`src/rtl/e1c_defs.svh`:
```
// Constants of the E1 control stream handler: bit positions, offsets, counts
`ifndef E1C_DEFS_SVH
`define E1C_DEFS_SVH
// Control word bit positions
`define E1C_CW_RSVD 7
`define E1C_CW_SI_MUX 6
`define E1C_CW_RLOOP 5
`define E1C_CW_BYPASS 4
`define E1C_CW_MAINT 3
`define E1C_CW_CRCGEN 2
`define E1C_CW_DLOOP 1
`define E1C_CW_FORCE 0
`define E1C_CW_RESET 8'h00
// Control stream channel numbers
`define E1C_CH_MFA 5'h00
`define E1C_CH_FAS 5'h10
`define E1C_CH_NFAS 5'h11
`define E1C_CH_CW 5'h12
// Multiframe frames that carry the international bits
`define E1C_FR_SI1 4'hD
`define E1C_FR_SI2 4'hF
// CRC multiframe alignment pattern in odd frames 1 to 11, frame 1 at top
`define E1C_CRC_MFA 6'h0B
// Timing
`define E1C_CLK_KHZ 10000
`define E1C_MF_WAIT_MS 8
`define E1C_ERR_WIN_MS 1000
`define E1C_ERR_LIMIT 914
`define E1C_BIT_DIV 8
`define E1C_RF_FRAMES 2
// Host register byte offsets
`define E1C_R_CW 6'h00
`define E1C_R_MFA 6'h04
`define E1C_R_FAS 6'h08
`define E1C_R_NFAS 6'h0C
`define E1C_R_SIG 6'h10
`define E1C_R_RXMFA 6'h14
`define E1C_R_STAT 6'h18
`define E1C_R_FORCE_FRAME_SEARCH 6'h1C
`define E1C_R_DTX 6'h20
`define E1C_R_DRX 6'h24
// Host register reset values
`define E1C_MFA_RESET 8'h0B
`define E1C_FAS_RESET 8'h9B
`define E1C_NFAS_RESET 8'hDF
`define E1C_SIG_RESET 8'hDD
`define E1C_DTX_RESET 8'hFF
`endif

```
`src/rtl/e1c_pkg.sv`:
```
// Types shared by both ends of the E1 control stream handler
package e1c_pkg;
  typedef logic [7:0] e1c_byte_t;
  typedef logic [7:0] e1c_bit_idx_t;
  typedef enum logic [1:0] {
    E1C_RF_IDLE = 2'b01,
    E1C_RF_HOLD = 2'b10
  } e1c_rf_state_t;
endpackage : e1c_pkg

```
`src/rtl/e1c_link_if.sv`:
```
// Serial bus link between host controller and framer
`timescale 1ns/1ps
interface e1c_link_if;
  logic bus_clk;
  logic frame_sync;
  logic ctl_in;
  logic ctl_out;
  logic data_in;
  logic data_out;
  modport host (
    output bus_clk,
    output frame_sync,
    output ctl_in,
    output data_in,
    input ctl_out,
    input data_out
  );
  modport dev (
    input bus_clk,
    input frame_sync,
    input ctl_in,
    input data_in,
    output ctl_out,
    output data_out
  );
endinterface : e1c_link_if

```
`src/rtl/e1c_sync.sv`:
```
// Two-flop synchroniser with edge detection on bit 0
`timescale 1ns/1ps
module e1c_sync #(
  parameter int W = 1
) (
  input wire logic clock,
  input wire logic rst_n,
  input wire logic [W-1:0] d,
  output logic [W-1:0] q,
  output logic rise,
  output logic fall
);
  logic [W-1:0] meta_reg;
  logic prev_reg;
  // First stage feeds only the second stage
  always_ff @(posedge clock) begin
    if (!rst_n) begin
      meta_reg <= '0;
      q <= '0;
      prev_reg <= 1'b0;
    end else begin
      meta_reg <= d;
      q <= meta_reg;
      prev_reg <= q[0];
    end
  end
  assign rise = q[0] & ~prev_reg;
  assign fall = ~q[0] & prev_reg;
endmodule : e1c_sync

```
`src/rtl/e1c_dev_end.sv`:
```
// Framer end: control word decode, timeslot mapping, maintenance reframe
// Function
// RULE1: Host keeps control word bit 7 zero
// RULE2: Multiplexing sends sub-multiframe CRC results frames 13/15
// RULE3: Remote loop routes tip/ring to outputs A/B
// RULE4: Bit 4 bypasses HDB3 line coding
// RULE5: Maintenance reframes if no CRC multiframe in 8ms
// RULE6: Maintenance reframes above 914 CRC errors/second
// RULE7: Bit 2 enables transmit CRC generation
// RULE8: Receive CRC checking always runs
// RULE9: Local loop returns data input to output
// RULE10: Reframe only on falling force bit
// RULE11: Host holds force bit a frame, clears
// RULE12: Received MFA bits 1-4 to output bits 7-4
// RULE13: Received bit 5 to output bit 3
// RULE14: Received bit 6 remote alarm to bit 2
// RULE15: Received bits 7,8 to output bits 1,0
// RULE16: Input channel 0 goes to frame-0 timeslot 16
// RULE17: Channels 1-15 carry signalling for two timeslots
// RULE18: Channels 16/17 give alignment and non-alignment bytes
// RULE19: Channel 18 carries the control word
// RULE20: Multiplexing with CRC ignores host international bit
// RULE21: Upper nibble positions 1-4, lower 5-8
// RULE22: Control word applied from next frame boundary
//
// The placing of the registers and the Avalon-MM register port are this design's own decisions.
`timescale 1ns/1ps
`include "e1c_defs.svh"
module e1c_dev_end #(
  parameter int MF_WAIT_CYC = `E1C_MF_WAIT_MS * `E1C_CLK_KHZ,
  parameter int ERR_WIN_CYC = `E1C_ERR_WIN_MS * 1000 * (`E1C_CLK_KHZ / 1000),
  parameter int ERR_LIMIT = `E1C_ERR_LIMIT
) (
  input wire logic clock,
  input wire logic rst_n,
  e1c_link_if.dev link,
  input wire logic line_rx_tip,
  input wire logic line_rx_ring,
  input wire logic tx_line_a,
  input wire logic tx_line_b,
  input wire logic rx_data_bit,
  input wire logic rx_frame_locked,
  input wire logic rx_mf_locked,
  input wire logic rx_crc_error,
  input wire logic rx_smf1_crc_ok,
  input wire logic rx_smf2_crc_ok,
  input wire logic rx_mfa_valid,
  input wire e1c_pkg::e1c_byte_t rx_mfa_byte,
  output logic line_out_a,
  output logic line_out_b,
  output logic line_code_bypass,
  output logic tx_check_generate,
  output logic frame_search_start,
  output e1c_pkg::e1c_byte_t tx_ts0_byte,
  output e1c_pkg::e1c_byte_t tx_ts16_byte,
  output logic [3:0] tx_frame_num,
  output logic tx_frame_strobe
);
  import e1c_pkg::*;

  logic [5:0] sync_q;
  logic bit_rise, bit_fall;
  logic ctl_s, dat_s, fs_s, tip_s, ring_s;
  e1c_bit_idx_t idx_reg, idx_next, out_idx;
  logic [6:0] sh_reg;
  e1c_byte_t got_byte;
  logic byte_done, frame_bnd, bnd_d_reg;
  e1c_byte_t cw_reg, cw_pend_reg, mfa_tx_reg, fas_reg, nfas_reg, rx_mfa_reg;
  e1c_byte_t sig_mem [1:15];
  logic [3:0] mf_reg;
  logic smf1_res_reg, smf2_res_reg, dat_last_reg, si_bit;
  logic rf_edge, rf_mf, rf_err;
  logic [31:0] mfw_cnt_reg, win_cnt_reg;
  logic [10:0] err_cnt_reg;

  ////////////////////////////////////////////////////////////////////////
  // Every pin from the bus or the line passes two flops first
  e1c_sync #(.W(6)) u_sync (
    .clock(clock),
    .rst_n(rst_n),
    .d({line_rx_ring, line_rx_tip, link.frame_sync, link.data_in,
        link.ctl_in, link.bus_clk}),
    .q(sync_q),
    .rise(bit_rise),
    .fall(bit_fall)
  );
  assign {ring_s, tip_s, fs_s, dat_s, ctl_s} = sync_q[5:1];

  ////////////////////////////////////////////////////////////////////////
  // Bit position: frame sync marks bit 0 of channel 0
  assign idx_next = fs_s ? 8'h00 : idx_reg + 8'h01;
  assign frame_bnd = bit_rise & fs_s;
  assign byte_done = bit_rise & (idx_next[2:0] == 3'h7);
  assign got_byte = {sh_reg, ctl_s};
  assign out_idx = idx_reg + 8'h01;

  always_ff @(posedge clock) begin
    if (!rst_n) begin
      idx_reg <= 8'h00;
      sh_reg <= 7'h00;
      dat_last_reg <= 1'b1;
    end else if (bit_rise) begin
      idx_reg <= idx_next;
      sh_reg <= got_byte[6:0];
      dat_last_reg <= dat_s;
    end
  end

  ////////////////////////////////////////////////////////////////////////
  // Channel capture from the control input stream, MSB first
  always_ff @(posedge clock) begin
    if (!rst_n) begin
      cw_pend_reg <= `E1C_CW_RESET;
      mfa_tx_reg <= 8'hFF;
      fas_reg <= 8'hFF;
      nfas_reg <= 8'hFF;
    end else if (byte_done) begin
      unique case (idx_next[7:3])
        `E1C_CH_MFA: mfa_tx_reg <= got_byte; // [RULE16]
        `E1C_CH_FAS: fas_reg <= got_byte; // [RULE18]
        `E1C_CH_NFAS: nfas_reg <= got_byte; // [RULE18]
        `E1C_CH_CW: cw_pend_reg <= got_byte; // [RULE19]
        default: ;
      endcase
    end
  end

  // Signalling bytes for frames 1 to 15
  always_ff @(posedge clock) begin
    if (byte_done && idx_next[7:3] != 5'h00 && idx_next[7:4] == 4'h0) begin
      sig_mem[idx_next[6:3]] <= got_byte; // [RULE17]
    end
  end

  ////////////////////////////////////////////////////////////////////////
  // Word taken mid-frame only acts at the next boundary, so a setting
  // never changes half way through a frame
  always_ff @(posedge clock) begin
    if (!rst_n) begin
      cw_reg <= `E1C_CW_RESET;
    end else if (frame_bnd) begin
      cw_reg <= cw_pend_reg; // [RULE22]
    end
  end
  // A steady low never retriggers; only the 1 to 0 step counts
  assign rf_edge = frame_bnd & cw_reg[`E1C_CW_FORCE] &
                   ~cw_pend_reg[`E1C_CW_FORCE]; // [RULE10]

  ////////////////////////////////////////////////////////////////////////
  // Multiframe counter and outgoing timeslot bytes
  always_ff @(posedge clock) begin
    if (!rst_n) begin
      mf_reg <= 4'h0;
      bnd_d_reg <= 1'b0;
      smf1_res_reg <= 1'b1;
      smf2_res_reg <= 1'b1;
    end else begin
      bnd_d_reg <= frame_bnd;
      if (frame_bnd) begin
        mf_reg <= mf_reg + 4'h1;
        smf1_res_reg <= rx_smf1_crc_ok;
        smf2_res_reg <= rx_smf2_crc_ok;
      end
    end
  end

  // International bit of non-alignment frames
  always_comb begin
    si_bit = nfas_reg[7];
    if (cw_reg[`E1C_CW_CRCGEN]) begin
      if (mf_reg == `E1C_FR_SI1) begin
        si_bit = cw_reg[`E1C_CW_SI_MUX] ? smf1_res_reg :
                 nfas_reg[7]; // [RULE2]
      end else if (mf_reg == `E1C_FR_SI2) begin
        si_bit = cw_reg[`E1C_CW_SI_MUX] ? smf2_res_reg :
                 nfas_reg[7]; // [RULE20]
      end else begin
        si_bit = 1'(`E1C_CRC_MFA >> (3'h5 - mf_reg[3:1]));
      end
    end
  end

  // Bytes for the frame just begun; even frames carry alignment
  always_ff @(posedge clock) begin
    if (!rst_n) begin
      tx_ts0_byte <= 8'hFF;
      tx_ts16_byte <= 8'hFF;
      tx_frame_num <= 4'h0;
      tx_frame_strobe <= 1'b0;
    end else begin
      tx_frame_strobe <= bnd_d_reg;
      if (bnd_d_reg) begin
        tx_frame_num <= mf_reg;
        tx_ts0_byte <= mf_reg[0] ? {si_bit, nfas_reg[6:0]} : fas_reg;
        // Upper nibble lands in positions 1-4, lower in 5-8 [RULE21]
        tx_ts16_byte <= (mf_reg == 4'h0) ? mfa_tx_reg :
                        sig_mem[mf_reg]; // [RULE16] [RULE17]
      end
    end
  end

  ////////////////////////////////////////////////////////////////////////
  // Maintenance: wait for CRC multiframe after frame lock
  always_ff @(posedge clock) begin
    if (!rst_n || !rx_frame_locked || rx_mf_locked || rf_mf) begin
      mfw_cnt_reg <= 32'h0;
    end else begin
      mfw_cnt_reg <= mfw_cnt_reg + 32'h1;
    end
  end
  assign rf_mf = cw_reg[`E1C_CW_MAINT] &&
                 mfw_cnt_reg == 32'(MF_WAIT_CYC - 1); // [RULE5]

  // Error window; the checker counts even with CRC generation off.
  // An error on the window's last cycle is kept for the next, not lost to the clear.
  always_ff @(posedge clock) begin
    if (!rst_n) begin
      win_cnt_reg <= 32'h0;
      err_cnt_reg <= 11'h000;
    end else if (win_cnt_reg == 32'(ERR_WIN_CYC - 1)) begin
      win_cnt_reg <= 32'h0;
      err_cnt_reg <= {10'h000, rx_crc_error}; // [RULE6]
    end else begin
      win_cnt_reg <= win_cnt_reg + 32'h1;
      if (rx_crc_error && err_cnt_reg != 11'h7FF) begin
        err_cnt_reg <= err_cnt_reg + 11'h001; // [RULE8]
      end
    end
  end
  // Fires once, on the error that passes the limit
  assign rf_err = cw_reg[`E1C_CW_MAINT] & rx_crc_error &
                  (err_cnt_reg == 11'(ERR_LIMIT)) &
                  (win_cnt_reg != 32'(ERR_WIN_CYC - 1)); // [RULE6]

  always_ff @(posedge clock) begin
    if (!rst_n) begin
      frame_search_start <= 1'b0;
    end else begin
      frame_search_start <= rf_edge | rf_mf | rf_err;
    end
  end

  ////////////////////////////////////////////////////////////////////////
  // Received frame-0 timeslot 16 byte, passed through undebounced
  always_ff @(posedge clock) begin
    if (!rst_n) begin
      rx_mfa_reg <= 8'hFF;
    end else if (rx_mfa_valid) begin
      rx_mfa_reg <= rx_mfa_byte; // [RULE12] [RULE13] [RULE14] [RULE15]
    end
  end

  // Serial outputs change on the bus clock's falling edge for next bit.
  // Looped data lags the input by one bit time.
  always_ff @(posedge clock) begin
    if (!rst_n) begin
      link.ctl_out <= 1'b1;
      link.data_out <= 1'b1;
    end else if (bit_fall) begin
      link.ctl_out <= (out_idx[7:3] == `E1C_CH_MFA) ?
                      rx_mfa_reg[3'h7 - out_idx[2:0]] : 1'b1;
      link.data_out <= cw_reg[`E1C_CW_DLOOP] ? dat_last_reg :
                       rx_data_bit; // [RULE9]
    end
  end

  ////////////////////////////////////////////////////////////////////////
  // Line side outputs
  always_ff @(posedge clock) begin
    if (!rst_n) begin
      line_out_a <= 1'b0;
      line_out_b <= 1'b0;
      line_code_bypass <= 1'b0;
      tx_check_generate <= 1'b0;
    end else begin
      line_out_a <= cw_reg[`E1C_CW_RLOOP] ? tip_s : tx_line_a; // [RULE3]
      line_out_b <= cw_reg[`E1C_CW_RLOOP] ? ring_s : tx_line_b; // [RULE3]
      line_code_bypass <= cw_reg[`E1C_CW_BYPASS]; // [RULE4]
      tx_check_generate <= cw_reg[`E1C_CW_CRCGEN]; // [RULE7]
    end
  end
endmodule : e1c_dev_end

```
`src/flat_wrapper.sv`:
```
// flat-port wrapper written by rule: the top's interface ports become plain ports
module e1c_dev_end_flat import e1c_pkg::*;
#(
  parameter int MF_WAIT_CYC = `E1C_MF_WAIT_MS * `E1C_CLK_KHZ,
  parameter int ERR_WIN_CYC = `E1C_ERR_WIN_MS * 1000 * (`E1C_CLK_KHZ / 1000),
  parameter int ERR_LIMIT = `E1C_ERR_LIMIT
)
  (clock, rst_n, line_rx_tip, line_rx_ring, tx_line_a, tx_line_b, rx_data_bit, rx_frame_locked, rx_mf_locked, rx_crc_error, rx_smf1_crc_ok, rx_smf2_crc_ok, rx_mfa_valid, rx_mfa_byte, line_out_a, line_out_b, line_code_bypass, tx_check_generate, frame_search_start, tx_ts0_byte, tx_ts16_byte, tx_frame_num, tx_frame_strobe, link_bus_clk, link_frame_sync, link_ctl_in, link_data_in, link_ctl_out, link_data_out);
  e1c_link_if link_i ();
  input wire logic clock;
  input wire logic rst_n;
  input wire logic line_rx_tip;
  input wire logic line_rx_ring;
  input wire logic tx_line_a;
  input wire logic tx_line_b;
  input wire logic rx_data_bit;
  input wire logic rx_frame_locked;
  input wire logic rx_mf_locked;
  input wire logic rx_crc_error;
  input wire logic rx_smf1_crc_ok;
  input wire logic rx_smf2_crc_ok;
  input wire logic rx_mfa_valid;
  input wire e1c_pkg::e1c_byte_t rx_mfa_byte;
  output logic line_out_a;
  output logic line_out_b;
  output logic line_code_bypass;
  output logic tx_check_generate;
  output logic frame_search_start;
  output e1c_pkg::e1c_byte_t tx_ts0_byte;
  output e1c_pkg::e1c_byte_t tx_ts16_byte;
  output logic [3:0] tx_frame_num;
  output logic tx_frame_strobe;
  input wire logic [$bits(link_i.bus_clk)-1:0] link_bus_clk;
  input wire logic [$bits(link_i.frame_sync)-1:0] link_frame_sync;
  input wire logic [$bits(link_i.ctl_in)-1:0] link_ctl_in;
  input wire logic [$bits(link_i.data_in)-1:0] link_data_in;
  output wire logic [$bits(link_i.ctl_out)-1:0] link_ctl_out;
  output wire logic [$bits(link_i.data_out)-1:0] link_data_out;
  assign link_i.bus_clk = link_bus_clk;
  assign link_i.frame_sync = link_frame_sync;
  assign link_i.ctl_in = link_ctl_in;
  assign link_i.data_in = link_data_in;
  assign link_ctl_out = link_i.ctl_out;
  assign link_data_out = link_i.data_out;
  e1c_dev_end #(.MF_WAIT_CYC(MF_WAIT_CYC), .ERR_WIN_CYC(ERR_WIN_CYC), .ERR_LIMIT(ERR_LIMIT)) u_core (.clock(clock), .rst_n(rst_n), .link(link_i), .line_rx_tip(line_rx_tip), .line_rx_ring(line_rx_ring), .tx_line_a(tx_line_a), .tx_line_b(tx_line_b), .rx_data_bit(rx_data_bit), .rx_frame_locked(rx_frame_locked), .rx_mf_locked(rx_mf_locked), .rx_crc_error(rx_crc_error), .rx_smf1_crc_ok(rx_smf1_crc_ok), .rx_smf2_crc_ok(rx_smf2_crc_ok), .rx_mfa_valid(rx_mfa_valid), .rx_mfa_byte(rx_mfa_byte), .line_out_a(line_out_a), .line_out_b(line_out_b), .line_code_bypass(line_code_bypass), .tx_check_generate(tx_check_generate), .frame_search_start(frame_search_start), .tx_ts0_byte(tx_ts0_byte), .tx_ts16_byte(tx_ts16_byte), .tx_frame_num(tx_frame_num), .tx_frame_strobe(tx_frame_strobe));
endmodule
```
`config.mk`:
```
export PLATFORM = sky130hd
export DESIGN_NAME = e1c_dev_end_flat
export DESIGN_NICKNAME = d
export VERILOG_FILES = /design/src/rtl/e1c_pkg.sv /design/src/rtl/e1c_link_if.sv /design/src/rtl/e1c_sync.sv /design/src/rtl/e1c_dev_end.sv /design/src/flat_wrapper.sv
export VERILOG_INCLUDE_DIRS = /design/src /design/src/rtl
export SDC_FILE = /design/constraint.sdc
export NUM_CORES = 1
export LEC_CHECK = 0
export BUFFER_PORTS_ARGS = -buffer_cell sky130_fd_sc_hd__buf_2
export CORE_AREA = 2 2 106 210
export DETAILED_ROUTE_END_ITERATION = 16
export DIE_AREA = 0 0 108 212
export GPL_TIMING_DRIVEN = 0
export HOLD_SLACK_MARGIN = 0.1
export PLACE_DENSITY = 0.89
export REMOVE_ABC_BUFFERS = 1
export SLEW_MARGIN = 25
export SYNTH_ARGS = -nofsm -noshare
export SYNTH_HDL_FRONTEND = slang
export SYNTH_SLANG_ARGS = --single-unit
export TNS_END_PERCENT = 10
```
`constraint.sdc`:
```
create_clock -name clock -period 3.65 [get_ports clock]
set_input_delay 0.5475 -clock clock [delete_from_list [all_inputs] [get_ports clock]]
set_output_delay 0.5475 -clock clock [all_outputs]
set_load 0.02 [all_outputs]
```
==> Yosys cells after proc, flatten, opt, wreduce, memory -nomap -nowiden <==
Memories as Yosys holds them, arrays and structs flattened. A register that Yosys moved wholly into a read port is not among the register bits.
Index checks and enable logic that the tools add are counted.
{ "classes": {"add_sub_neg": 7, "n_lt_le_gt_ge": 1, "eq_ne": 11, "shifts": 1, "n_mux": 20, "bitwise_logic": 15, "n_reduce_logical": 20} }
{ "op_table": {"columns": ["operator", "count"], "rows": [
  ["$add 32x1->32 const B", 2],
  ["$eq 32x17->1 const B", 1],
  ["$eq 32x24->1 const B", 1],
  ["$ne 32x24->1 const B", 1],
  ["$mux 8", 3],
  ["$eq 5x5->1 const B", 3],
  ["$mux 1", 14],
  ["$add 11x1->11 const B", 1],
  ["$eq 11x10->1 const B", 1],
  ["$ne 11x11->1 const B", 1],
  ["$logic_not 5->1", 2],
  ["$and 1x1->1", 9],
  ["$add 8x1->8 const B", 1],
  ["$eq 4x4->1 const B", 2],
  ["$logic_not 4->1", 2],
  ["$mux 4", 2],
  ["$reduce_and 2->1", 4],
  ["$sub 3x3->3 const A", 2],
  ["$reduce_bool 5->1", 1],
  ["$add 4x1->4 const B", 1],
  ["$logic_and 1x1->1", 4],
  ["$lt 3x4->1 const B", 1],
  ["$not 1->1", 4],
  ["$shr 4x3->1 const A", 1],
  ["7 further kinds", 11]
]} }
{ "totals": {"ff_bits": 185, "ramBits": 120, "wordCells": 107, "memories": 1} }
{ "memory_table": {"columns": ["name", "depth", "word_bits", "read_ports", "rd_clocked_by_memory_dff", "wr", "line", "rtl"], "rows": [
  ["u_core.sig_mem", 15, 8, 1, 1, 1, "e1c_dev_end.sv:69", "e1c_byte_t sig_mem [1:15];"]
]} }

==> Logic depth before layout (Yosys ltp) <==
Gate-level depths: netlist of the first run.
{ "depth": {"depth_word": 8, "ltp_mapped": 8, "mapped_depth_nobuf": 7} }

==> Modules after synthesis <==
From an unflattened synthesis of the first run, not the netlist that was laid out.
{ "unflattened": {"cells_unflattened": 1098, "area_unflattened_um2": 12545.8} }
{ "by_module_without_submodules": {"columns": ["mod", "n_inst", "cells_each", "area_each_um2", "seq_area_each_um2"], "rows": [
  ["e1c_dev_end", 1, 1069, 12169.2, 7126.8],
  ["e1c_sync", 1, 29, 376.6, 260.2]
]} }

==> Worst setup path before layout of the first run <==
OpenSTA, ideal clock, no wires.
{ "synth_timing": {"path_kind": "reg-to-reg", "from": "register u_core.idx_reg[1]", "to": "memory u_core.sig_mem[1][0] (netlist bit), enable pin", "setup_time_ns": 0.395, "arrival_time_ns": 2.375, "setup_slack_ns": 0.881, "stages_incl_launch_ff": 7, "cell_sequence": "dfxtp_1 -> ha_1 -> or3b_4 -> nor4_4 -> a21o_1 -> nand2_1 -> nor4_1"} }
{ "synth_via": {"elab_chain_len": 8, "word_cells_on_any_way": 10, "classes_between": "add/sub: 1; eq/ne: 1; mux: 3; bitwise: 1; reduce/logical: 4"} }
{ "synth_lines": {"columns": ["item", "line", "rtl"], "rows": [
  ["start: declaration", "e1c_dev_end.sv:64", "e1c_bit_idx_t idx_reg, idx_next, out_idx;"],
  ["start signal: assignment", "e1c_dev_end.sv:103", "idx_reg <= idx_next;"],
  ["$add 8x1->8 *", "e1c_dev_end.sv:91", "assign idx_next = fs_s ? 8'h00 : idx_reg + 8'h01;"],
  ["$mux 8 *", "e1c_dev_end.sv:91", null],
  ["$eq 3x3->1", "e1c_dev_end.sv:93", "assign byte_done = bit_rise & (idx_next[2:0] == 3'h7);"],
  ["$and 1x1->1", "e1c_dev_end.sv:93", null],
  ["$logic_and 1x1->1 (2 in a row)", "e1c_dev_end.sv:130", "if (byte_done && idx_next[7:3] != 5'h00 && idx_next[7:4] == 4'h0) begin"],
  ["$mux 1", "e1c_dev_end.sv:130", null],
  ["$mux 1 (not written as such)", "e1c_dev_end.sv:131", "sig_mem[idx_next[6:3]] <= got_byte;"],
  ["end: declaration", "e1c_dev_end.sv:69", null]
]} }
Mark *: on every way between the ends. The rest lies on a longest branch, timed or not.

==> Worst setup path after layout of the first run <==
{ "layout_timing": {"from": "register u_core.idx_reg[0]", "to": "memory u_core.sig_mem[1][7] (netlist bit), enable pin"} }
The elaborated chain is that of the path after synthesis.

==> results summary, run 1 <==
The flow ran to the end, and the final reports show no timing, DRC or antenna violations. The max-slew violation count is 0. The clock latency on the worst-skew pair came out at 0.55 ns. The largest fanout on the critical path is 11. The transition time of the tightest slew-check pin came out at between 1 and 1.5 ns. Setup repair after global routing left no endpoint under its margin.

The commonest cells after synthesis are sky130_fd_sc_hd__dfxtp_1, sky130_fd_sc_hd__nor2_1, sky130_fd_sc_hd__edfxtp_1. Power spread over the standard cell area amounts to between 400 and 500 nW/um2. The top-level I/O count is 53. The number of maximum-capacitance violations came out at 0. The part of the Yosys area used for sequential elements came out at between 50 and 60%. The netlist area before placement came out at 12,800 um2. The average wire per standard cell came out at 17.0 um. From bottom edge to top edge, the die measures roughly 210 um. The number of different library cells in the post-synthesis netlist came out at 64.

The final number of setup-violating endpoints came out at 0. The area growth from synthesis to layout is 13.5%. The cell area after layout came out at approximately 14,000 um2.

Cells with a size suffix above 1 make up 12.0% of the layout. The placed standard-cell area came out at approximately 14,000 um2. The worst setup path is captured at a flip-flop.

The number of enable flip-flop cells after synthesis came out at 120. The initial detailed-routing violation count is roughly 630. The number of global-route vias before repair came out at a little over 9,000.

In this run the tool buffered the top-level ports with 52 buffer cells. Summed over all layers, the global routing overflow is 0. The final-stage net count is about 1,300. The first global-routing pass estimated ~43,000 um of wire. Clock tree synthesis selected as its root buffer the cell sky130_fd_sc_hd__clkbuf_16. The register with the most flip-flops in the layout has between 100 and 150 of them.

The standard cell core area is 21,400 um2. In the post-synthesis netlist, the biggest area contributors are sky130_fd_sc_hd__dfxtp_1, sky130_fd_sc_hd__edfxtp_1, sky130_fd_sc_hd__mux4_2. The final standard cell count with taps included and fillers excluded came out at 1,556.

The floorplan step defined a die boundary enclosing 22,900 um2. The final hold violation count came to 0. The final-layout fill cell count is between 1,500 and 2,000. Entering global routing, the biggest net connects between 50 and 60 pins. The aggregate routed wire length came out at ~27,000 um. In this run the tightest slew margin relative to its limit is around 28%. The cell count after synthesis is between 1,000 and 1,500.

The share of cell area taken by muxes after synthesis came out at under 10%. The via count came out at slightly below 9,000. The die span in x came out at roughly 110 um. The number of remaining DRC errors came out at 0. A synthesized cell averages between 10 and 15 um2. The detail route stage leaves a number of antenna-violating nets equal to 0. STA puts the critical path data required time at 3.90 ns. The clock period could shrink to between 3 and 4 ns. The tree built by TritonCTS fans out to roughly 300 sinks. The worst hold-check path type is input pin to flip-flop. In this run the deepest clock path goes through 3 buffers.

The length of the first detailed-routing pass in iterations came out at 5. Of the post-synthesis cell area, the dominant cell type holds ~30%. The clock tree from TritonCTS is done. The Yosys warning count is 0. The number of antenna repair diodes came out at 0. The share of synthesized registers carrying an async set or reset came out at 0%. The worst clock skew is roughly 0.012 ns. Summing the areas of all compound-gate instances in the mapped netlist gives 6.45% of the synthesized area. Row generation in the floorplan step produced 76 rows. The setup slack after layout came out at about 0.26 ns. Of the total synthesized cell area, the portion taken by full adders, half adders and majority gates is 0.981%.

The leakage power total is between 5 and 6 nW. The biggest area contributor in the post-synthesis netlist is sky130_fd_sc_hd__dfxtp_1. The setup path with the least slack is of type flip-flop to flip-flop. By area, the combinational part of the netlist is dominated by simple AND/OR/NAND/NOR gates. Among all flip-flop cells after synthesis, the most frequent one is sky130_fd_sc_hd__dfxtp_1.

Yosys instantiated no cell more often than sky130_fd_sc_hd__dfxtp_1. The placement-stage worst setup slack is around 0.1 ns. The simple-gate portion of the synthesized area came out at between 10% and 20%. The post-synthesis xor/xnor area fraction is 5.15%. The number of CTS-inserted buffers came out at 26. The flip-flop and latch count after synthesis is 309. The maximum level of the CTS H-tree is 1. The number of instances in the placed design is 1,508. The mean number of vias per cell is between 5 and 6.

Across the VDD grid, the largest voltage drop is roughly 600 uV. The number of antenna violations at the first check in global routing came to 0. The clock slew at the register clock pins of the worst setup and hold paths is ~0.070 ns. Data on the critical path arrives at its endpoint at roughly 3.6 ns. The estimated wirelength of the detail-placed design came out at approximately 17,000 um. The final weighted congestion in routability-driven placement came out at around 0.89. The initial utilization of the core area, before any placement, comes to 59.6%. The achievable clock frequency came out at around 300 MHz. The number of buffers added for setup after CTS came out at 0.

The worst setup path is launched from a flip-flop. The overall routing resource usage came out at between 20% and 30%. The final critical-path share of the clock period came out at between 90 and 100%.
[cell type report]
cell class	instances	area (um2)	share of cell area [%]
sequential	309	7390	51.1
multi-input combinational	851	5460	37.7
clock buffer	36	766	5.29
tap	273	342	2.36
timing repair buffer	56	313	2.16
clock inverter	12	126	0.873
inverter	19	73.8	0.510
[kinds of logic after synthesis]
kind of cell    count (synthesis)
compound gates                129
xor+xnor                       75
fa+ha+maj                      10
buf+inv                        76
flops                         309
mux                            85
other cells                     1
simple gates                  440
[stage by stage]
step / util (%) / hold slack (ns) / TNS (ns) / power, W
detailed placement: 63.4 / 0.422 / 0 / 0.00391
CTS: 67.6 / 0.196 / 0 / 0.00674
finish: 67.6 / 0.213 / 0 / 0.00671
global route: 67.6 / 0.213 / 0 / 0.00689
global placement: 63.1 / 0.415 / -12.22 / 0.00390
floorplan: - / 0.412 / 0 / 0.00385
[worst max-delay path: stages, from the launching register on]
cell	delay (ns)
sky130_fd_sc_hd__dfxtp_1	0.68
sky130_fd_sc_hd__ha_2	0.43
sky130_fd_sc_hd__or3b_4	0.42
sky130_fd_sc_hd__nor4_4	0.26
sky130_fd_sc_hd__a21o_1	0.29
sky130_fd_sc_hd__nand2_1	0.11
sky130_fd_sc_hd__nor4_2	0.40
sky130_fd_sc_hd__buf_2	0.27
sky130_fd_sc_hd__buf_2	0.22
[path summary, 6_finish.rpt]
check                                               start                         to  slack (ns)  cells after the start
worst max register to register          u_core.idx_reg[0]       u_core.sig_mem[1][7]        0.26                      8
worst min-delay path                         line_rx_ring  u_core.u_sync.meta_reg[5]        0.21                      2
worst min register to register  u_core.u_sync.meta_reg[2]         u_core.u_sync.q[2]        0.43                      1
worst max-delay path                    u_core.idx_reg[0]       u_core.sig_mem[1][7]        0.26                      8
[report_power, final]
group	internal [W]	switching (W)	leakage, nW
sequential	0.00364	0.0000373	2.76
combinational	0.0000608	0.000103	2.13
clock	0.00163	0.00124	0.443
total	0.00533	0.00138	5.33
[layer usage]
metal | global-route usage, % | vias to the layer above | part of all wire [%]
met2 | 46.2 | 289 | 56
li1 | - | 4221 | -
met1 | 24.0 | 4254 | 35
met4 | 11.4 | 0 | 3.7
met3 | 3.25 | 76 | 5.0
met5 | 0 | - | 0
[placed cells by master, fill, tap and decap left out, types with 3 or more instances in the layout]
cell type,n
sky130_fd_sc_hd__dfxtp_1,185
sky130_fd_sc_hd__nor2_1,145
sky130_fd_sc_hd__edfxtp_1,120
sky130_fd_sc_hd__conb_1,112
sky130_fd_sc_hd__nand2_1,104
sky130_fd_sc_hd__mux2i_1,55
sky130_fd_sc_hd__buf_2,53
sky130_fd_sc_hd__xor2_1,47
sky130_fd_sc_hd__a21oi_1,45
sky130_fd_sc_hd__nand3_1,40
sky130_fd_sc_hd__nand4_1,37
sky130_fd_sc_hd__clkbuf_16,29
sky130_fd_sc_hd__xnor2_1,27
sky130_fd_sc_hd__o21ai_0,27
sky130_fd_sc_hd__mux4_2,26
sky130_fd_sc_hd__inv_1,18
sky130_fd_sc_hd__and2_1,18
sky130_fd_sc_hd__nor4_1,13
sky130_fd_sc_hd__a211oi_1,12
sky130_fd_sc_hd__nor3_1,10
sky130_fd_sc_hd__and3_1,9
sky130_fd_sc_hd__nor4b_1,9
sky130_fd_sc_hd__ha_1,9
sky130_fd_sc_hd__nand2b_1,8
sky130_fd_sc_hd__o31ai_1,8
sky130_fd_sc_hd__or3_1,7
sky130_fd_sc_hd__and4_1,7
sky130_fd_sc_hd__a2111oi_0,7
sky130_fd_sc_hd__a31oi_1,6
sky130_fd_sc_hd__nor2b_1,6
sky130_fd_sc_hd__a22oi_1,5
sky130_fd_sc_hd__clkbuf_1,5
sky130_fd_sc_hd__mux2_2,4
sky130_fd_sc_hd__nor4_4,3
sky130_fd_sc_hd__inv_4,3
sky130_fd_sc_hd__or2_2,3
sky130_fd_sc_hd__nand3b_1,3
sky130_fd_sc_hd__a311o_1,3
sky130_fd_sc_hd__dfxtp_2,3
sky130_fd_sc_hd__clkinv_2,3
[repair_timing]
action	in CTS	in global routing
hold buffers	0	0
setup endpoints to repair	0	3
gates resized for setup	0	1
Power figures use the tool's default switching activity.
==> run 2, diff against run 1 <==
--- a/config.mk
+++ b/config.mk
@@ -13,7 +13,6 @@
 export GPL_TIMING_DRIVEN = 0
 export HOLD_SLACK_MARGIN = 0.1
 export PLACE_DENSITY = 0.89
-export REMOVE_ABC_BUFFERS = 1
 export SLEW_MARGIN = 25
 export SYNTH_ARGS = -nofsm -noshare
 export SYNTH_HDL_FRONTEND = slang
==> results summary, run 2 (synthesized netlist as in run 1, its figures left out) <==
The area of the die is 22,900 um2 (unchanged). The final weighted congestion in routability-driven placement is 0.894 (+0.45%). The tightest min-delay check is of the input pin to flip-flop type.

The achievable clock frequency is 354 MHz (+20%). The largest net degree at the start of global routing is 20 (-61%). The number of buffers added for setup after CTS is 0 (unchanged). The worst hold margin is 0.207 ns (-0.00544 ns). The setup slack after layout is 0.826 ns (+0.563 ns). The commonest non-fill, non-tap cell in the layout is sky130_fd_sc_hd__dfxtp_1. The max-slew violation count came out at 0 (unchanged). The worst IR drop on VDD is 421 uV (-30%).

The final number of setup-violating endpoints is 0 (unchanged). The mean number of vias per cell is 5.67 (-0.21%). The clock slew at the register clock pins of the worst setup and hold paths came to 0.06 ns (about the same). The number of cells on the worst hold path came out at 2 (unchanged).

The clock sink total came out at 309 (unchanged). Leaving out fill and tap cells, the most frequent cells in the layout are sky130_fd_sc_hd__dfxtp_1, sky130_fd_sc_hd__nor2_1, sky130_fd_sc_hd__edfxtp_1. The number of cell instances on the worst register-to-register path came to 7 (-1). In this run the clock root is driven by a sky130_fd_sc_hd__clkbuf_16. The aggregate routed wire length is 28,500 um (+7.5%). The worst clock skew came out at 0.0185 ns (+0.00686 ns). The maximum level of the CTS H-tree was 1 (unchanged). The final-stage net count came out at 1,351 (+4.1%). The fraction of final layout cells with drive strength greater than 1 came to 12.1% (+0.12 points). The worst setup path is captured at a flip-flop.

The transition time of the tightest slew-check pin is 0.869 ns (-0.209 ns). The starting utilization of the core area is 59.6% (unchanged). The top-level I/O count came to 53 (unchanged). TritonCTS built the clock tree. The number of gates resized after CTS was 0 (unchanged). Compared with the post-synthesis result, the final layout area differs by 15.0%. The number of antenna repair diodes is 0 (unchanged). The die height came to 212 um (unchanged). The critical path is of the flip-flop to flip-flop type.

The count of hold buffers inserted by post-cts repair came out at 0 (unchanged). The count of port buffers added during placement came out at 51 (-1.9%). Setup repair after global routing left no endpoint under its margin. The number of antenna violations at the first check in global routing came to 0 (unchanged). The time the worst path needs with I/O delays and setup is 2.82 ns (-0.563 ns). The number of instances in the placed design came out at 1,561 (+3.5%). The number of CTS-inserted buffers is 26 (unchanged). The worst slew margin relative to its limit is 41.5% (+14 points).

The final standard cell count with taps included and fillers excluded came out at 1,609 (+3.4%). The clock latency on the worst-skew pair came to 0.56 ns (about the same). The final hold violation count came out at 0 (unchanged). The average wire per standard cell is 17.7 um (+4.0%). The first-pass GRT wire length came out at 44,800 um (+4.2%). The length of the first detailed-routing pass in iterations is 5 (unchanged).

The data required time of the worst path is 3.90 ns (about the same). The flow ran to the end, and the final reports show no timing, DRC or antenna violations. The worst setup path is launched from a flip-flop. The estimated wirelength of the detail-placed design is 20,700 um (+19%).

The standard cell core area was 21,400 um2 (unchanged). The number of rows created at floorplan is 76 (unchanged). The leakage power total is 5.45 nW (+2.1%). The final critical-path share of the clock period came out at 77.4% (-15 points).

The number of maximum-capacitance violations is 0 (unchanged). The largest fanout on the critical path came out at 8 (-3). The number of nets with antenna violations after routing came out at 0 (unchanged). The placement-stage worst setup slack came out at 0.885 ns (+0.785 ns). The maximum clock path buffer count came out at 3 (unchanged). The die span in x came out at 108 um (unchanged). The total global routing overflow came out at 0 (unchanged). The number of remaining DRC errors came out at 0 (unchanged).

The via count came out at 9,122 (+3.2%). The number of global-route vias before repair came out at 9,302 (+2.8%). The total power per unit cell area is 457 nW/um2 (-1.3%). The overall routing resource usage came out at 25.2% (+1.5 points). The initial detailed-routing violation count came to 603 (-3.5%).

The number of flip-flops in the largest register came out at 120 (unchanged). The worst endpoint data arrival time was 3.07 ns (-0.57 ns). The final-layout setup total negative slack is 0 ns (unchanged).
[run 2: cell count changes in the layout (fill, tap and decap cells not counted), moves of 4 or more]
cell and change:
sky130_fd_sc_hd__buf_2 +10, sky130_fd_sc_hd__dfxtp_1 +4, sky130_fd_sc_hd__buf_6 +4, sky130_fd_sc_hd__buf_4 +4, sky130_fd_sc_hd__clkbuf_1 +30, sky130_fd_sc_hd__buf_1 +8
[run 2: worst max-delay path, cell delays in order, from the launching register on]
cell                        delay (ns)
sky130_fd_sc_hd__dfxtp_1          0.39
sky130_fd_sc_hd__ha_1             0.40
sky130_fd_sc_hd__nand4bb_1        0.29
sky130_fd_sc_hd__nor4_2           0.32
sky130_fd_sc_hd__a21o_1           0.32
sky130_fd_sc_hd__nand2_1          0.11
sky130_fd_sc_hd__nor4_2           0.41
sky130_fd_sc_hd__buf_2            0.30
[run 2: routing by layer]
metal | up-vias | GRT usage [%] | share of wire [%]
met3 | 123 | 2.76 | 4.4
met4 | 0 | 17.6 | 7.3
li1 | 4320 | - | -
met5 | - | 0 | 0
met2 | 302 | 48.3 | 55
met1 | 4377 | 24.3 | 33
[run 2: path summary, 6_finish.rpt]
kind	endpoint	start	slack (ns)
setup / recovery	u_core.sig_mem[1][6]	u_core.idx_reg[1]	0.83
hold reg to reg	u_core.u_sync.q[1]	u_core.u_sync.meta_reg[1]	0.43
setup reg to reg	u_core.sig_mem[1][6]	u_core.idx_reg[1]	0.83
hold / removal	u_core.u_sync.meta_reg[2]	link_data_in	0.21
[run 2: power breakdown]
part / leakage (nW) / total [W] / internal (W) / switching [W]
clock: 0.444 / 0.00285 / 0.00162 / 0.00123
combinational: 2.25 / 0.000186 / 0.0000656 / 0.000120
sequential: 2.76 / 0.00367 / 0.00364 / 0.0000305
total: 5.45 / 0.00671 / 0.00533 / 0.00138
[run 2: stage by stage]
step	total power (W)	instance area [um2]	util (%)
after floorplan	0.00386	13200	-
after global placement	0.00392	13800	64.4
after detailed placement	0.00393	13800	64.4
after CTS	0.00674	14700	68.5
after global routing	0.00689	14700	68.6
final	0.00671	14700	68.6
[run 2: final cells by class]
cell class	count	area, um2
Clock inverter	10	106
Multi-Input combinational cell	851	5450
Sequential cell	309	7390
Buffer	57	277
Tap cell	273	342
Fill cell	1574	6730
Inverter	19	71.3
Timing Repair Buffer	52	260
Clock buffer	38	778
==> run 3, diff against run 2 <==
==> constraint.sdc (replaced) <==
create_clock -name clock -period 2.65 [get_ports clock]
set_input_delay 0.3975 -clock clock [delete_from_list [all_inputs] [get_ports clock]]
set_output_delay 0.3975 -clock clock [all_outputs]
set_load 0.02 [all_outputs]
==> results summary, run 3 (synthesized netlist as in run 1, its figures left out) <==
The number of flip-flops in the largest register came out at 120 (unchanged). The initial detailed-routing violation count is 544 (-9.8%). The worst endpoint data arrival time is 2.93 ns (-0.14 ns).

The length of the first detailed-routing pass in iterations is 5 (unchanged). The cell area after layout came out at 14,900 um2 (+1.4%). The number of maximum-capacitance violations is 0 (unchanged). The top-level I/O count was 53 (unchanged). The die height came out at 212 um (unchanged). The fraction of final layout cells with drive strength greater than 1 came to 12.4% (+0.24 points). The number of cells on the worst hold path came to 3 (+1). The layout overhead on the synthesized area came out at 16.6%. TritonCTS built the clock tree. The worst slew margin relative to its limit came out at 47.8% (+6.2 points). The area of the multi-input gates came to 5470 um2 (+0.41%).

The average wire per standard cell was 17.4 um (-1.9%). The proportion of power drawn by the clock network came to 42.7% (+0.2 points). The clock latency on the worst-skew pair is 0.55 ns (about the same). The first-pass GRT wire length is 44,600 um (-0.40%). The final-stage net count came out at 1,366 (+1.1%). The standard cell core area is 21,400 um2 (unchanged). The maximum clock path buffer count is 3 (unchanged).

The final standard cell count with taps included and fillers excluded is 1,624 (+0.93%). The clock slew at the register clock pins of the worst setup and hold paths is 0.06 ns (about the same). The clock sink total came out at 309 (unchanged). The total power per unit cell area is 626 nW/um2 (+37%).

The portion of total power attributed to sequential cells is 54.3% (-0.5 points). The worst hold path belongs to the class input pin to flip-flop. The element type at the critical path start is a flip-flop.

The die span in x came out at 108 um (unchanged). The overall routing resource usage is 24.9% (-0.37 points). The part of the total power dissipated in combinational logic was 3.0% (+0.2 points).

The footprint of the flip-flops and latches is 7390 um2 (unchanged). The area of the die is 22,900 um2 (unchanged). The starting utilization of the core area came out at 59.6% (unchanged).

The net switching power of the design came out at 0.00192 W (+39%). The startpoint of the tightest hold check path is rx_mfa_byte[4]. The final-layout fill cell count came out at 1,556 (-1.1%). The worst register-to-register path begins at u_core.mfw_cnt_reg[0]. The destination of the worst register-to-register timing path is u_core.mfw_cnt_reg[21]. The largest fanout on the critical path was 10 (+2).

The final-layout setup total negative slack came out at 0 ns (unchanged). The number of rows created at floorplan was 76 (unchanged). The placement-stage worst setup slack is -0.129 ns (-1.01 ns). The worst clock skew was 0.0190 ns (+0.000533 ns).

The number of instances in the placed design came out at 1,560 (-0.064%). The switching power share of the total is 20.6% (+0.091 points). The final hold violation count is 0 (unchanged). The aggregate routed wire length came out at 28,200 um (-1.0%). The achievable clock frequency was 400 MHz (+13%).

The slack of the worst reg-to-reg path is 0.15 ns (-0.67 ns). The data required time of the worst path was 3.08 ns (-0.82 ns). The total global routing overflow came out at 0 (unchanged). The number of antenna violations at the first check in global routing was 0 (unchanged). The type of element capturing the critical path is a flip-flop.

The final critical-path share of the clock period is 94.3% (+17 points). The estimated wirelength of the detail-placed design came out at 20,000 um (-3.6%). The number of nets with antenna violations after routing is 0 (unchanged). The max-slew violation count came out at 0 (unchanged). Setup repair after global routing left no endpoint under its margin.

The mean number of vias per cell is 5.62 (-0.83%). The setup slack after layout came to 0.152 ns (-0.674 ns). The maximum level of the CTS H-tree is 1 (unchanged).

The worst IR drop on VDD is 617 uV (+47%). The number of CTS-inserted buffers is 26 (unchanged). The placed standard-cell area was 13,800 um2 (about the same). The number of antenna repair diodes came out at 0 (unchanged). The number of cell instances on the worst register-to-register path is 8 (+1).

The library cell used most frequently in the layout, excluding fill and tap cells, is sky130_fd_sc_hd__dfxtp_1. The time the worst path needs with I/O delays and setup is 2.50 ns (-0.326 ns). The clock root buffer master is sky130_fd_sc_hd__clkbuf_16. The final number of setup-violating endpoints came out at 0 (unchanged). The largest net degree at the start of global routing came out at 20 (unchanged).

The count of port buffers added during placement was 51 (unchanged). The final weighted congestion in routability-driven placement is 0.917 (+2.6%). The critical setup path kind is flip-flop to flip-flop.

The cell-internal power is 0.00739 W (+39%). The via count came out at 9,131 (+0.099%). The path with the worst hold slack has its endpoint at u_core.rx_mfa_reg[4].

The transition time of the tightest slew-check pin came out at 0.781 ns (-0.0882 ns). The leakage power total was 5.53 nW (+1.4%). The flow ran to the end, and the final reports show no timing, DRC or antenna violations.

In the layout the commonest cells are sky130_fd_sc_hd__dfxtp_1, sky130_fd_sc_hd__nor2_1, sky130_fd_sc_hd__edfxtp_1. The post-route total power is 0.00931 W (+39%). The number of remaining DRC errors is 0 (unchanged). The number of global-route vias before repair came out at 9,278 (-0.26%).
[run 3: metrics by stage]
stage,util [%],hold slack (ns)
final,69.5,0.111
after global routing,69.5,0.100
after CTS,69.4,0.101
after detailed placement,64.4,0.419
after global placement,64.4,0.415
after floorplan,-,0.412
[run 3: power groups by stage]
stage / Combinational (W) / Sequential, W / Clock (W)
4_1_cts: 0.000268 / 0.00506 / 0.00403
3_5_place_dp: 0.000249 / 0.00517 / 0
5_1_grt: 0.000303 / 0.00507 / 0.00422
2_1_floorplan: 0.000170 / 0.00515 / 0
3_3_place_gp: 0.000245 / 0.00516 / 0
6_report: 0.000275 / 0.00506 / 0.00398
[run 3: worst max path at each step]
stage | cells past startpoint | start | endpoint
6_report | 8 | u_core.mfw_cnt_reg[0] | u_core.mfw_cnt_reg[21]
5_1_grt | 7 | u_core.mf_reg[0] | u_core.tx_ts16_byte[6]
4_1_cts | 5 | flip-flop | u_core.tx_ts16_byte[0]
3_5_place_dp | 6 | u_core.idx_reg[1] | u_core.sig_mem[1][7]
3_3_place_gp | 6 | u_core.idx_reg[1] | u_core.sig_mem[1][7]
2_1_floorplan | 6 | u_core.idx_reg[1] | u_core.sig_mem[1][0]
[run 3: per-layer routing]
metal / track usage [%] / vias to the layer above / wire (um)
met1: 24.9 / 4390 / 9810
met4: 16.0 / 0 / 1890
met3: 2.64 / 111 / 1050
met5: 0 / - / 0
met2: 47.3 / 272 / 15500
li1: - / 4358 / -
[run 3: timing repair]
action / 4_1_cts / 5_1_grt
pin swaps: 1 / 0
endpoints found under the setup margin: 9 / 19
resized for setup: 1 / 4
endpoints found under the hold margin: 15 / 0
cloned: 0 / 0
hold buffers: 15 / 0
buffers inserted: 1 / 0
[run 3: critical path: stages, from the launching register on]
cell and delay [ns]:
sky130_fd_sc_hd__dfxtp_1 0.37, sky130_fd_sc_hd__ha_1 0.22, sky130_fd_sc_hd__inv_1 0.10, sky130_fd_sc_hd__or2_1 0.29, sky130_fd_sc_hd__nor4_1 0.68, sky130_fd_sc_hd__or3_1 0.20
sky130_fd_sc_hd__buf_2 0.17, sky130_fd_sc_hd__buf_2 0.25, sky130_fd_sc_hd__nor2_1 0.08
[run 3: cell type report]
class	instances	area share, %
Buffer	57	1.88
Clock buffer	33	4.96
Clock inverter	15	1.06
Inverter	19	0.480
Multi-Input combinational cell	851	36.8
Sequential cell	309	49.7
Tap cell	273	2.30
Timing Repair Buffer	67	2.86
